<file path="src/design/sata_pm_pkg.sv">
// sata_pm_pkg: constants for the serial ata power and sideband block.
// assumes a 40 mhz core clock and a plain strobe register port.
// Summary of operation
// - never start partial or slumber; acknowledge every drive low-power request on an enabled port outside d3.
// - before using the link, wake it with com_wake if partial or slumber.
// - partial to ready recovery completes within 10 ns.
// - slumber to ready may take up to 10 ms; waiting logic tolerates it.
// - drive standby needs no host action beyond forwarding commands.
// - in d3 only config accesses pass; memory and i/o accesses master abort.
// - in d3 interrupts are suppressed; pending status may interrupt after d0.
// - in d3 port wires hold nothing; ports treated as empty.
// - leaving d3 performs no internal reset; state is preserved.
// - in legacy mode never assert the power-management event.
// - legacy i/o hits on enabled trap ranges are blocked and raise a trap.
// - bus-master register accesses under trap still update, trap, set status.
// - activity led driven low while any port busy, released otherwise.
// - clock request only driven low or released, never high.
// - clock request released only when every link is slumber or disabled.
// - clock power saving only with enable bit set and pin in native function.
// - after reset the clock request is driven low.
// - software may power down a drive and disable its port.
package sata_pm_pkg;
   localparam int          CLK_MHZ          = 40;
   localparam int          PARTIAL_EXIT_NS  = 10;
   localparam int          SLUMBER_EXIT_MS  = 10;
   localparam int          PARTIAL_CYC      = (PARTIAL_EXIT_NS * CLK_MHZ) / 1000 < 1 ? 1
                                              : (PARTIAL_EXIT_NS * CLK_MHZ) / 1000;
   localparam int          SLUMBER_CYC      = SLUMBER_EXIT_MS * CLK_MHZ * 1000;
   // register offsets
   localparam logic [3:0]  REG_CTRL         = 4'h0;
   localparam logic [3:0]  REG_TRAP_EN      = 4'h1;
   localparam logic [3:0]  REG_TRAP_STAT    = 4'h2;
   localparam logic [3:0]  REG_PORT_CFG     = 4'h3;
   localparam logic [3:0]  REG_STATUS       = 4'h4;
   // ctrl fields
   localparam int          CTRL_D3          = 0;
   localparam int          CTRL_LEGACY      = 1;
   localparam int          CTRL_CLKREQ_EN   = 2;
   localparam int          CTRL_NATIVE      = 3;
   localparam logic [31:0] CTRL_RESET       = 32'h0000_0002;
   // trap enable fields
   localparam int          TRAP_PRI         = 0;
   localparam int          TRAP_SEC         = 1;
   // legacy i/o ranges
   localparam logic [15:0] IO_PRI_CMD       = 16'h01f0;
   localparam logic [15:0] IO_PRI_CTL       = 16'h03f6;
   localparam logic [15:0] IO_SEC_CMD       = 16'h0170;
   localparam logic [15:0] IO_SEC_CTL       = 16'h0376;
   // link power state codes
   localparam logic [1:0]  LNK_READY        = 2'h0;
   localparam logic [1:0]  LNK_PARTIAL      = 2'h1;
   localparam logic [1:0]  LNK_SLUMBER      = 2'h2;
   localparam logic [1:0]  LNK_OFF          = 2'h3;
endpackage

</file>
<file path="src/design/sata_power_sideband_control.sv">
// sata_power_sideband_control: link power acks, wake, d3 gating, legacy traps,
// activity led and reference clock request.
// assumes one 40 mhz clock; link state and busy bits come from phy domains.
`timescale 1ns/100ps
module sata_power_sideband_control #(
   parameter int NPORTS      = 4,
   parameter int SLUMBER_CYC = sata_pm_pkg::SLUMBER_CYC
) (
   input  wire logic              clock,
   input  wire logic              nrst,
   input  wire logic              clk_en,
   // register port
   input  wire logic [3:0]        reg_addr,
   input  wire logic [31:0]       reg_wdata,
   input  wire logic              reg_wr,
   input  wire logic              reg_rd,
   output logic      [31:0]       reg_rdata,
   // link side, per port
   input  wire logic [2*NPORTS-1:0] link_state,
   input  wire logic [NPORTS-1:0] pm_req,
   output logic      [NPORTS-1:0] pm_ack,
   output logic      [NPORTS-1:0] com_wake,
   input  wire logic [NPORTS-1:0] need_link,
   output logic      [NPORTS-1:0] link_ready,
   output logic      [NPORTS-1:0] port_enable,
   output logic      [NPORTS-1:0] port_power,
   input  wire logic [NPORTS-1:0] port_busy,
   // host access filter
   input  wire logic              acc_valid,
   input  wire logic              acc_cfg,
   input  wire logic              acc_io,
   input  wire logic              acc_bm,
   input  wire logic              acc_bm_sec,
   input  wire logic [15:0]       acc_addr,
   output logic                   acc_forward,
   output logic                   acc_abort,
   // interrupt and events
   input  wire logic              core_irq,
   output logic                   irq_out,
   input  wire logic              pme_event,
   input  wire logic              interlock_switch_input,
   output logic                   pme_out,
   output logic                   mgmt_trap_interrupt_n,
   // sideband pins
   output logic                   activity_led_n,
   output logic                   activity_led_oe,
   output logic                   refclk_request_n,
   output logic                   refclk_request_oe
);

   ////////////////////////////////////////////////////////////////////////////
   function automatic logic in_range(input logic [15:0] a, input logic [15:0] base);
      in_range = (a[15:3] == base[15:3]);
   endfunction

   logic [31:0]         ctrl_q;
   logic [1:0]          trap_en_q;
   logic [1:0]          trap_stat_q;
   logic [NPORTS-1:0]   port_en_q;
   logic [NPORTS-1:0]   port_pwr_q;
   logic [2*NPORTS-1:0] lnk_s1_q;
   logic [2*NPORTS-1:0] lnk_q;
   logic [NPORTS-1:0]   busy_s1_q;
   logic [NPORTS-1:0]   busy_q;
   logic [NPORTS-1:0]   req_s1_q;
   logic [NPORTS-1:0]   req_q;
   logic [NPORTS-1:0]   need_s1_q;
   logic [NPORTS-1:0]   need_q;
   logic [1:0]          sw_s1_q;
   logic                trap_pulse_q;
   logic                refclk_rel_q;
   logic                d3;
   logic                legacy;
   logic                hit_pri;
   logic                hit_sec;
   logic                trap_hit;
   logic [1:0]          trap_set;

   assign d3     = ctrl_q[sata_pm_pkg::CTRL_D3];
   assign legacy = ctrl_q[sata_pm_pkg::CTRL_LEGACY];

   ////////////////////////////////////////////////////////////////////////////
   // two-flop synchronisers; only the second stage is read, except sw_s1_q, a single sampling stage
   always_ff @(posedge clock) begin
      if (!nrst) begin
         lnk_s1_q  <= '0;
         lnk_q     <= '0;
         busy_s1_q <= '0;
         busy_q    <= '0;
         req_s1_q  <= '0;
         req_q     <= '0;
         need_s1_q <= '0;
         need_q    <= '0;
         sw_s1_q   <= '0;
      end else if (clk_en) begin
         lnk_s1_q  <= link_state;
         lnk_q     <= lnk_s1_q;
         busy_s1_q <= port_busy;
         busy_q    <= busy_s1_q;
         req_s1_q  <= pm_req;
         req_q     <= req_s1_q;
         need_s1_q <= need_link;
         need_q    <= need_s1_q;
         sw_s1_q   <= {interlock_switch_input, pme_event};
      end
   end

   ////////////////////////////////////////////////////////////////////////////
   // registers; d3 exit never resets anything, only nrst does
   always_ff @(posedge clock) begin
      if (!nrst) begin
         ctrl_q     <= sata_pm_pkg::CTRL_RESET;
         trap_en_q  <= '0;
         port_en_q  <= '1;
         port_pwr_q <= '1;
      end else if (clk_en && reg_wr) begin
         if (reg_addr == sata_pm_pkg::REG_CTRL) begin
            ctrl_q <= {28'h0000000, reg_wdata[3:0]};
         end else if (reg_addr == sata_pm_pkg::REG_TRAP_EN) begin
            trap_en_q <= reg_wdata[1:0];
         end else if (reg_addr == sata_pm_pkg::REG_PORT_CFG) begin
            port_en_q  <= reg_wdata[NPORTS-1:0];
            port_pwr_q <= reg_wdata[NPORTS+7:8];
         end
      end
   end

   // port wires idle in d3, ports look empty
   assign port_enable = d3 ? '0 : port_en_q;
   assign port_power  = d3 ? '0 : port_pwr_q;

   ////////////////////////////////////////////////////////////////////////////
   // access filter and legacy traps
   assign hit_pri  = trap_en_q[sata_pm_pkg::TRAP_PRI] &&
                     (in_range(acc_addr, sata_pm_pkg::IO_PRI_CMD) || acc_addr == sata_pm_pkg::IO_PRI_CTL);
   assign hit_sec  = trap_en_q[sata_pm_pkg::TRAP_SEC] &&
                     (in_range(acc_addr, sata_pm_pkg::IO_SEC_CMD) || acc_addr == sata_pm_pkg::IO_SEC_CTL);
   assign trap_set[0] = acc_valid && legacy && !d3 &&
                        ((acc_io && !acc_bm && hit_pri) ||
                         (acc_bm && !acc_bm_sec && trap_en_q[sata_pm_pkg::TRAP_PRI]));
   assign trap_set[1] = acc_valid && legacy && !d3 &&
                        ((acc_io && !acc_bm && hit_sec) ||
                         (acc_bm && acc_bm_sec && trap_en_q[sata_pm_pkg::TRAP_SEC]));
   assign trap_hit = |trap_set;

   // bus-master accesses still pass on a trap, task file accesses do not
   assign acc_abort   = acc_valid && d3 && !acc_cfg;
   assign acc_forward = acc_valid && !acc_abort &&
                        !(acc_io && !acc_bm && trap_hit);

   always_ff @(posedge clock) begin
      if (!nrst) begin
         trap_stat_q  <= '0;
         trap_pulse_q <= 1'b0;
      end else if (clk_en) begin
         trap_pulse_q <= trap_hit;
         // set wins over a clear in the same cycle
         if (reg_wr && reg_addr == sata_pm_pkg::REG_TRAP_STAT) begin
            trap_stat_q <= (trap_stat_q & ~reg_wdata[1:0]) | trap_set;
         end else begin
            trap_stat_q <= trap_stat_q | trap_set;
         end
      end
   end

   assign mgmt_trap_interrupt_n = !trap_pulse_q;

   ////////////////////////////////////////////////////////////////////////////
   // interrupt and power events
   assign irq_out = core_irq && !d3;
   // no event path in any mode: attach and switch events never raise the event line
   assign pme_out = 1'b0;

   ////////////////////////////////////////////////////////////////////////////
   // link power: ack drive requests, wake on demand
   genvar p;
   generate
      for (p = 0; p < NPORTS; p++) begin : g_port
         logic [31:0] wait_q;
         logic        wake_q;
         logic        ack_q;
         logic [1:0]  st;
         logic        low;
         assign st  = lnk_q[2*p+1:2*p];
         assign low = (st == sata_pm_pkg::LNK_PARTIAL) || (st == sata_pm_pkg::LNK_SLUMBER);
         always_ff @(posedge clock) begin
            if (!nrst) begin
               ack_q  <= 1'b0;
               wake_q <= 1'b0;
               wait_q <= '0;
            end else if (clk_en) begin
               ack_q <= req_q[p] && port_en_q[p] && !d3;
               if (need_q[p] && low && !wake_q && !d3) begin
                  wake_q <= 1'b1;
                  wait_q <= '0;
               end else if (wake_q) begin
                  if (st == sata_pm_pkg::LNK_READY || wait_q == 32'(SLUMBER_CYC)) begin
                     wake_q <= 1'b0;
                  end else begin
                     wait_q <= wait_q + 32'h1;
                  end
               end
            end
         end
         assign pm_ack[p]     = ack_q;
         assign com_wake[p]   = wake_q;
         assign link_ready[p] = (st == sata_pm_pkg::LNK_READY) && port_en_q[p] && !d3;
      end
   endgenerate

   ////////////////////////////////////////////////////////////////////////////
   // activity led and clock request, open drain style
   logic all_idle;
   always_comb begin
      all_idle = 1'b1;
      for (int i = 0; i < NPORTS; i++) begin
         if (lnk_q[2*i+:2] != sata_pm_pkg::LNK_SLUMBER && lnk_q[2*i+:2] != sata_pm_pkg::LNK_OFF &&
             port_en_q[i] && !d3) begin
            all_idle = 1'b0;
         end
      end
   end

   always_ff @(posedge clock) begin
      if (!nrst) begin
         refclk_rel_q <= 1'b0;
      end else if (clk_en) begin
         refclk_rel_q <= all_idle && ctrl_q[sata_pm_pkg::CTRL_CLKREQ_EN] &&
                         ctrl_q[sata_pm_pkg::CTRL_NATIVE] && !(|com_wake);
      end
   end

   assign refclk_request_n  = 1'b0;
   assign refclk_request_oe = !refclk_rel_q;
   assign activity_led_n    = 1'b0;
   assign activity_led_oe   = |busy_q;

   ////////////////////////////////////////////////////////////////////////////
   // register read, data one cycle after the strobe
   always_ff @(posedge clock) begin
      if (!nrst) begin
         reg_rdata <= '0;
      end else if (clk_en) begin
         if (!reg_rd) begin
            reg_rdata <= '0;
         end else if (reg_addr == sata_pm_pkg::REG_CTRL) begin
            reg_rdata <= ctrl_q;
         end else if (reg_addr == sata_pm_pkg::REG_TRAP_EN) begin
            reg_rdata <= {30'h0, trap_en_q};
         end else if (reg_addr == sata_pm_pkg::REG_TRAP_STAT) begin
            reg_rdata <= {30'h0, trap_stat_q};
         end else if (reg_addr == sata_pm_pkg::REG_PORT_CFG) begin
            reg_rdata <= 32'({port_pwr_q, 8'(port_en_q)});
         end else if (reg_addr == sata_pm_pkg::REG_STATUS) begin
            reg_rdata <= 32'({lnk_q, 8'(busy_q), 7'h0, refclk_rel_q});
         end else begin
            reg_rdata <= '0;
         end
      end
   end

   // unused event inputs, kept sampled for a later native-mode event path
   logic unused_sw;
   assign unused_sw = ^sw_s1_q;

endmodule

</file>
<file path="config.mk">
export PLATFORM = sky130hd
export DESIGN_NAME = sata_power_sideband_control
export DESIGN_NICKNAME = d
export VERILOG_FILES = /design/src/design/sata_pm_pkg.sv /design/src/design/sata_power_sideband_control.sv
export SDC_FILE = /design/constraint.sdc
export NUM_CORES = 1
export LEC_CHECK = 0
export BUFFER_PORTS_ARGS = -buffer_cell sky130_fd_sc_hd__buf_2
export CORE_UTILIZATION = 25
export DETAILED_ROUTE_END_ITERATION = 7
export PLACE_DENSITY = 0.48
export SLEW_MARGIN = 20
export SYNTH_ARGS = -nofsm -noshare
export SYNTH_HDL_FRONTEND = slang
export SYNTH_SLANG_ARGS = --single-unit
</file>
<file path="constraint.sdc">
create_clock -name clock -period 2.6 [get_ports clock]
set_input_delay 0.26 -clock clock [delete_from_list [all_inputs] [get_ports clock]]
set_output_delay 0.26 -clock clock [all_outputs]
set_load 0.02 [all_outputs]
</file>
==> impl_summary.txt, run 1 <==
----------------------------------------------------
[Worst setup path]
  Critical register-to-register path startpoint ... g_port[2].wait_q[7]
  Critical Path Source Type ... flip-flop
  CP endpoint ... acc_forward
  End of the worst register-to-register path ... g_port[2].wait_q[14]
  R2R setup slack ... approximately 190 ps
  Launch point of the critical path ... ctrl_q[0]
  Arrival time reported for the critical path endpoint ... ~2200 ps
  Largest fanout on the critical path ... 12
  Setup crit end kind ... primary output
  Count of cells along the worst register-to-register path ... 6
  Critical path class ... reg -> out
  Critical path required time ... between 2000 and 2500 ps

[Clock tree]
  Worst-Skew Late Latency ... roughly 540 ps
  Clock sink count ... 210
  Post-CTS Setup Inserts ... 0
  CTS tree ... yes
  Clock-pin slew on the worst setup and hold paths ... ~60 ps
  Number of CTS-inserted buffers ... 25
  Maximum clock path buffer count ... 3
  H-tree depth ... 1
  Master cell of the clock root buffer ... sky130_fd_sc_hd__clkbuf_16

[Routing]
  Top routing layer used ... met4
  Final wirelength ... between 20000 and 30000 µm
  DR iter-0 viols ... just over 500
  Drt first pass iters ... 5
  Post-detailed-route DRC marker count ... 0
  Met2 wire length ... about 12000 µm
  Vias after detailed routing ... 9306
  Detailed-route vias per instance ... 4.814
  Routed wire length on met3 ... between 1000 and 1500 µm
  M1 wire length ... around 13000 µm
  Wirelength per Cell ... approximately 14 µm
  Post-route ant nets ... 0

[Synthesis]
  Commonest register cell after synthesis ... sky130_fd_sc_hd__dfxtp_1
  Complex-gate fraction of the synthesized area ... ~15%
  Asr flop ratio synth ... 0%
  Synth Area in XOR/XNOR ... around 4.9%
  Simple-Gate Fraction of Synth Area ... 27.19%
  Portion of the post-synthesis area used by sequential elements ... between 40 and 50%
  Share of cell area taken by muxes after synthesis ... 5.520%
  Count of yosys warnings during synthesis ... 0
  Largest family of logic cells by synthesized area ... simple AND/OR/NAND/NOR gates
  Yosys cell types ... 75
  Register bit count reported by yosys ... 210
  Average cell area after synthesis ... roughly 8.3 µm²
  Post-synthesis cell count ... approximately 1300
  Area share of fa/ha/maj cells after synthesis ... ~1.7%
  Mapped cell area ... 0.01040 mm²
  EDFF count, synth ... 0

[Layout]
  Area of the multi-input gates ... around 0.0057 mm²
  Fillcell total ... 4373
  Cell area after layout ... between 0.01 and 0.015 mm²
  Net count of the finished layout ... 1482
  Layout Cells excl Fill ... between 1500 and 2000
  Most common library cell in the layout ignoring fill and taps ... sky130_fd_sc_hd__dfxtp_1
  Antenna cell count ... 0
  Commonest cells after routing, fill and taps aside ... sky130_fd_sc_hd__dfxtp_1 (209), sky130_fd_sc_hd__nor2_1 (191), sky130_fd_sc_hd__nand2_1 (129), sky130_fd_sc_hd__buf_2 (99), sky130_fd_sc_hd__a21oi_1 (80)
  FF/Latch Area ... between 0.004 and 0.005 mm²
  Share of layout cells above drive strength 1 ... around 16%
  P&R area growth vs syn ... 21.43%

[STA]
  RSZ-0062 raised after global routing ... false
  Clock Skews ... between 20 and 25 ps
  Final setup viols ... 0
  Transition at the pin with the smallest max-transition slack ... roughly 730 ps
  Final hold violation count ... 0
  Number of slew-limit violations in the final report ... 0
  Portion of the clock cycle consumed by the worst path in the final layout ... roughly 93%
  Worst hold slack across all endpoints ... approximately 14 ps
  Slew margin rel. ... 51.08%
  Peak Freq ... ~410 MHz
  Fin crit period ... roughly 2400 ps
  Total negative slack for setup checks ... 0 ps

[GRT]
  Antenna violations before repair ... 0
  Largest net degree at the start of global routing ... 67
  Overflow after GRT ... 0
  Wire length of the first global-routing pass ... between 40000 and 50000 µm
  Total global-route track usage ... about 13%
  Number of global-route vias before repair ... approximately 8700

[Floorplanning]
  Die ar. ... between 0.04 and 0.05 mm²
  Vertical extent of the die ... between 200 and 250 µm
  Core area ... 0.04092 mm²
  I/O pin cnt ... ~150
  Number of rows in the core area ... 74
  Initial standard-cell utilization of the core ... between 20% and 30%
  Width of the die ... roughly 210 µm

[Min path]
  Hold/Removal Path Class ... in -> reg

[Outcome]
  Outcome ... finished, final reports clean

[Power and ir drop]
  Total leakage power ... between 4 and 5 nW
  Power consumption ... approximately 7.3 mW
  Worst IR Drop VDD ... 0.3515 mV
  Power per Cell Area ... 576.1 mW/mm²

[Placement]
  Port Buf Inserts ... 100
  HPWL Detailed ... 19300 µm
  Instance area after placement ... 0.01151 mm²
  Last weighted congestion value of the routability-driven placer ... 0.7882
  Total placed cells including tap cells ... 1862

[Flow run]
  Maximum Capacitance Violations ... 0

----------------------------------------------------
## sequential cells by signal, indices dropped and copies added (netlist names), 8 cells and up
name	cells
lnk_q	8
lnk_s1_q	8
g_port.wait_q	128
reg_rdata	16
## metal layers
layer | track usage [%] | up-vias
met3 | 2.365 | 48
met4 | 3.545 | 0
li1 | - | 4697
met1 | 17.79 | 4379
met2 | 20.29 | 182
met5 | 0 | -
## repair_timing
item / CTS / global route
hold buffers: 26 / 0
endpoints found under the setup margin: 0 / 1
resized for setup: 0 / 2
endpoints found under the hold margin: 30 / 0
## power by group
part           internal (mW)  total [mW]  leakage [nW]  switching (mW)
registers               3.25        3.28          1.70          0.0214
logic                  0.155       0.397          2.60           0.242
clock network           2.21        3.61         0.429            1.39
total                   5.62        7.28          4.73            1.66
## cell usage after synthesis, types with 4 or more instances
library cell / count / area share, %
sky130_fd_sc_hd__dfxtp_1: 210 / 40
sky130_fd_sc_hd__nor2_1: 191 / 6.9
sky130_fd_sc_hd__nand2_1: 129 / 4.7
sky130_fd_sc_hd__a21oi_1: 80 / 3.8
sky130_fd_sc_hd__mux2i_1: 54 / 5.2
sky130_fd_sc_hd__nand3_1: 50 / 2.4
sky130_fd_sc_hd__xnor2_1: 45 / 3.8
sky130_fd_sc_hd__nand4_1: 43 / 2.6
sky130_fd_sc_hd__clkbuf_1: 41 / 1.5
sky130_fd_sc_hd__inv_1: 36 / 1.3
sky130_fd_sc_hd__o21ai_0: 29 / 1.4
sky130_fd_sc_hd__buf_4: 28 / 2.0
sky130_fd_sc_hd__or3_1: 24 / 1.4
sky130_fd_sc_hd__and3_1: 21 / 1.3
sky130_fd_sc_hd__nor4_1: 18 / 1.1
sky130_fd_sc_hd__nor3_1: 15 / 0.72
sky130_fd_sc_hd__a211oi_1: 14 / 1.0
sky130_fd_sc_hd__ha_1: 14 / 1.7
sky130_fd_sc_hd__xor2_1: 13 / 1.1
sky130_fd_sc_hd__a22oi_1: 12 / 0.87
sky130_fd_sc_hd__a31oi_1: 12 / 0.72
sky130_fd_sc_hd__nor4b_1: 12 / 1.0
sky130_fd_sc_hd__and2_1: 11 / 0.66
sky130_fd_sc_hd__nor2b_1: 10 / 0.60
sky130_fd_sc_hd__buf_2: 9 / 0.43
sky130_fd_sc_hd__a2111oi_2: 8 / 1.2
sky130_fd_sc_hd__a31o_2: 7 / 0.59
sky130_fd_sc_hd__o211ai_1: 7 / 0.51
sky130_fd_sc_hd__and4_1: 6 / 0.51
sky130_fd_sc_hd__buf_1: 6 / 0.22
sky130_fd_sc_hd__nand2b_1: 6 / 0.36
sky130_fd_sc_hd__o21ai_1: 6 / 0.29
sky130_fd_sc_hd__or4_1: 6 / 0.43
sky130_fd_sc_hd__a2111oi_0: 5 / 0.42
sky130_fd_sc_hd__a41o_1: 5 / 0.48
sky130_fd_sc_hd__o2111ai_1: 5 / 0.42
sky130_fd_sc_hd__a31o_1: 4 / 0.34
sky130_fd_sc_hd__nand3b_1: 4 / 0.29
## worst min path at each step
| stage | start | end | slack, ps | cells after the start |
|---|---|---|---|---|
| floorplan | reg_wdata[3] | port_en_q[3] | 380 | 2 |
| global placement | g_port[1].ack_q | g_port[1].ack_q | 450 | 2 |
| detailed placement | g_port[1].ack_q | g_port[1].ack_q | 460 | 2 |
| CTS | need_link[2] | need_s1_q[2] | 0.06 | 3 |
| global route | need_link[2] | need_s1_q[2] | 20 | 3 |
| finish | need_link[2] | need_s1_q[2] | 10 | 3 |
## worst max-delay path, cell delays in order, from the launching register on
cell	delay, ps
sky130_fd_sc_hd__dfxtp_2	410
sky130_fd_sc_hd__buf_6	190
sky130_fd_sc_hd__inv_1	180
sky130_fd_sc_hd__and4_1	260
sky130_fd_sc_hd__a21oi_1	210
sky130_fd_sc_hd__o221a_2	210
sky130_fd_sc_hd__buf_2	160
## kinds of logic (layout without fill, tap and decap cells)
group,after synthesis,after routing
AO/OA/AOI/OAI,226,226
XOR/XNOR,58,58
adder cells (fa/ha/maj),14,14
buffers and inverters,121,248
flip-flops,210,210
multiplexers,56,56
other,1,19
AND/OR/NAND/NOR,570,570
## cell type report
cell class | count | share of cell area, %
inverter | 37 | 1.109
timing repair buffer | 166 | 8.448
sequential | 210 | 33.29
clock buffer | 37 | 6.022
tap | 532 | 5.269
clock inverter | 8 | 0.7428
multi-input combinational | 943 | 45.12
## per-stage QoR
stage | util [%] | setup WS (ps)
after floorplan | - | 492.3
after global placement | 28.12 | 105.2
after detailed placement | 28.12 | 53.94
after CTS | 30.85 | 9.307
after global routing | 30.87 | 59.64
final | 30.87 | 179.3
Power figures use the tool's default switching activity.
==> run 2: changes to the inputs <==
--- a/config.mk
+++ b/config.mk
@@ -7,4 +7,5 @@
 export LEC_CHECK = 0
 export BUFFER_PORTS_ARGS = -buffer_cell sky130_fd_sc_hd__buf_2
+export CORE_MARGIN = 10
 export CORE_UTILIZATION = 25
 export DETAILED_ROUTE_END_ITERATION = 7
==> constraint.sdc (replaced) <==
create_clock -name clock -period 2.6 [get_ports clock]
set_input_delay 0.52 -clock clock [delete_from_list [all_inputs] [get_ports clock]]
set_output_delay 0.52 -clock clock [all_outputs]
set_load 0.02 [all_outputs]
==> impl_summary.txt, run 2 (synthesis gave the netlist of run 1 again) <==
----------------------------------------------------
[Clock tree]
  H-tree depth ... 1 (unchanged)
  Clock sink count ... 210 (unchanged)
  Number of CTS-inserted buffers ... 26 (was 25)
  CTS tree ... yes (unchanged)
  CTS Hold Bufs ... 0 (was 26)
  Master cell of the clock root buffer ... sky130_fd_sc_hd__clkbuf_16 (unchanged)
  Worst-Skew Late Latency ... 550 ps (was 540 ps)
  Clock-pin slew on the worst setup and hold paths ... 60 ps (about the same)
  Maximum clock path buffer count ... 3 (unchanged)

[STA]
  Least setup slack across all paths after layout ... 105.9 ps (was 179.3 ps)
  Final hold violation count ... 0 (unchanged)
  Final setup viols ... 0 (unchanged)
  Transition at the pin with the smallest max-transition slack ... 792.4 ps (was 733.7 ps)
  Clock Skews ... 24.03 ps (was 23.49 ps)
  Portion of the clock cycle consumed by the worst path in the final layout ... 95.93% (was 93.10%)
  Total negative slack for setup checks ... 0 ps (unchanged)
  Number of slew-limit violations in the final report ... 0 (unchanged)
  Fin crit period ... 2494 ps (was 2421 ps)
  Worst hold slack across all endpoints ... 173.5 ps (was 14.19 ps)
  Peak Freq ... 400.9 MHz (was 413.1 MHz)
  Slew margin rel. ... 46.98% (was 51.08%)
  RSZ-0062 raised after global routing ... false (unchanged)

[GRT]
  Largest net degree at the start of global routing ... 37 (was 67)
  Total global-route track usage ... 11.59% (was 12.86%)
  Number of global-route vias before repair ... 9098 (was 8732)
  Overflow after GRT ... 0 (unchanged)
  Antenna violations before repair ... 0 (unchanged)
  Wire length of the first global-routing pass ... 48690 µm (was 44990 µm)

[Routing]
  Final wirelength ... 29890 µm (was 27650 µm)
  Post-route ant nets ... 0 (unchanged)
  Drt first pass iters ... 5 (unchanged)
  Detailed-route vias per instance ... 4.765 (was 4.814)
  Vias after detailed routing ... 9172 (was 9306)
  DR iter-0 viols ... 500 (was 514)
  Post-detailed-route DRC marker count ... 0 (unchanged)
  Wirelength per Cell ... 15.53 µm (was 14.30 µm)

[Min path]
  Worst hold path stage count ... 3 (unchanged)
  Beginning of the worst hold path ... reg_wdata[8] (was need_link[2])
  Hold/Removal Path Class ... in -> reg (unchanged)
  Terminating pin of the worst hold path ... port_pwr_q[0] (was need_s1_q[2])

[Layout]
  Fillcell total ... 4377 (was 4373)
  FF/Latch Area ... 0.004208 mm² (was 0.004205 mm²)
  P&R area growth vs syn ... 21.19% (was 21.43%)
  Antenna cell count ... 0 (unchanged)
  Share of layout cells above drive strength 1 ... 17.23% (was 15.70%)
  Flip-flop count of the largest register, all copies and words added ... 128 (unchanged)
  Net count of the finished layout ... 1472 (was 1482)
  Most common library cell in the layout ignoring fill and taps ... sky130_fd_sc_hd__dfxtp_1 (unchanged)
  Commonest cells after routing, fill and taps aside ... sky130_fd_sc_hd__dfxtp_1 (209), sky130_fd_sc_hd__nor2_1 (191), sky130_fd_sc_hd__nand2_1 (129), sky130_fd_sc_hd__buf_2 (99), sky130_fd_sc_hd__a21oi_1 (80) (unchanged)
  Register ranked first by flip-flop count ... g_port.wait_q (unchanged)
  Area of the multi-input gates ... 0.005698 mm² (was 0.005700 mm²)
  Biggest regs ... g_port.wait_q x128, reg_rdata x16 (unchanged)

[Worst setup path]
  Critical register-to-register path startpoint ... lnk_q[5] (was g_port[2].wait_q[7])
  Critical path required time ... 2080 ps (was 2340 ps)
  Arrival time reported for the critical path endpoint ... 1970 ps (was 2160 ps)
  Setup crit end kind ... primary output (unchanged)
  R2R setup slack ... 260 ps (was 190 ps)
  Count of cells along the worst register-to-register path ... 7 (was 6)
  End of the worst register-to-register path ... g_port[2].wait_q[30] (was g_port[2].wait_q[14])
  Critical Path Source Type ... flip-flop (unchanged)
  Largest fanout on the critical path ... 11 (was 12)
  Critical path class ... reg -> out (unchanged)

[Power and ir drop]
  Worst IR Drop VDD ... 0.4182 mV (was 0.3515 mV)
  Power per Cell Area ... 604.4 mW/mm² (was 576.1 mW/mm²)
  Total leakage power ... 4.753 nW (was 4.731 nW)

[Floorplanning]
  Die ar. ... 0.05017 mm² (was 0.04243 mm²)
  Vertical extent of the die ... 224.0 µm (was 206.0 µm)
  I/O pin cnt ... 146 (unchanged)
  Number of rows in the core area ... 74 (unchanged)
  Width of the die ... 224.0 µm (was 206.0 µm)
  Core area ... 0.04102 mm² (was 0.04092 mm²)
  Initial standard-cell utilization of the core ... 25.36% (was 25.42%)

[Placement]
  Setup WS pre-CTS ... 175.6 ps (was 53.94 ps)
  Last weighted congestion value of the routability-driven placer ... 0.8016 (was 0.7882)
  HPWL Detailed ... 22140 µm (was 19300 µm)
  Port Buf Inserts ... 100 (unchanged)

[Outcome]
  Outcome ... finished, final reports clean (unchanged)

[Flow run]
  Maximum Capacitance Violations ... 0 (unchanged)

----------------------------------------------------
run 2: changes by cell type in the layout (fill, tap and decap cells not counted), sizes merged:
cell,change
bufinv,+2
clkinvlp,+1
dlygate4sd3,-26
clkinv,+1
buf,+15
inv,-1
run 2: worst max path at each step:
stage	cells after the start	startpoint	endpoint
floorplan	8	lnk_q[3]	g_port[1].wait_q[22]
global placement	7	clk_en	g_port[3].wait_q[19]
detailed placement	7	clk_en	g_port[3].wait_q[25]
CTS	4	ctrl_q[0]	link_ready[0]
global route	10	g_port[1].wait_q[1]	g_port[1].wait_q[10]
finish	4	ctrl_q[0]	link_ready[0]
run 2: power by group:
group | leakage [nW] | internal (mW) | total [mW] | switching [mW]
registers | 1.70 | 3.25 | 3.27 | 0.0212
logic | 2.58 | 0.137 | 0.387 | 0.251
clock network | 0.479 | 2.50 | 3.96 | 1.46
total | 4.75 | 5.88 | 7.62 | 1.74
run 2: layout make-up:
cell class                      instances  area share, %
Inverter                               37          1.131
Clock inverter                         11          1.459
Timing Repair Buffer                  155          7.363
Tap cell                              532          5.279
Sequential cell                       210          33.37
Clock buffer                           37          6.202
Multi-Input combinational cell        943          45.19
run 2: metal layers:
metal | GRT usage [%] | vias to the layer above | wire, µm
met5 | 0 | - | 0
met4 | 2.413 | 0 | 567
met3 | 2.469 | 35 | 1302
met2 | 18.73 | 149 | 13530
met1 | 15.56 | 4308 | 14490
li1 | - | 4680 | -
run 2: repair_timing:
item	CTS	global route
resized for setup	1	3
gates cloned	0	0
endpoints found under the setup margin	2	2
buffers inserted	0	2
hold endpoints to repair	0	0
run 2: worst max-delay path, stage by stage, from the launching register on:
cell	delay [ps]
sky130_fd_sc_hd__dfxtp_4	390
sky130_fd_sc_hd__buf_4	190
sky130_fd_sc_hd__nor2b_1	460
sky130_fd_sc_hd__and2_1	220
sky130_fd_sc_hd__buf_2	170
run 2: per-stage QoR:
stage / power [mW] / util, % / instance area [µm²] / std cells
after floorplan: 3.593 / - / 10470 / 1274
after CTS: 7.727 / 30.68 / 12590 / 1923
after global routing: 7.886 / 30.74 / 12610 / 1925
after global placement: 3.736 / 28.33 / 11620 / 1875
after detailed placement: 3.737 / 28.33 / 11620 / 1875
final: 7.621 / 30.74 / 12610 / 1925
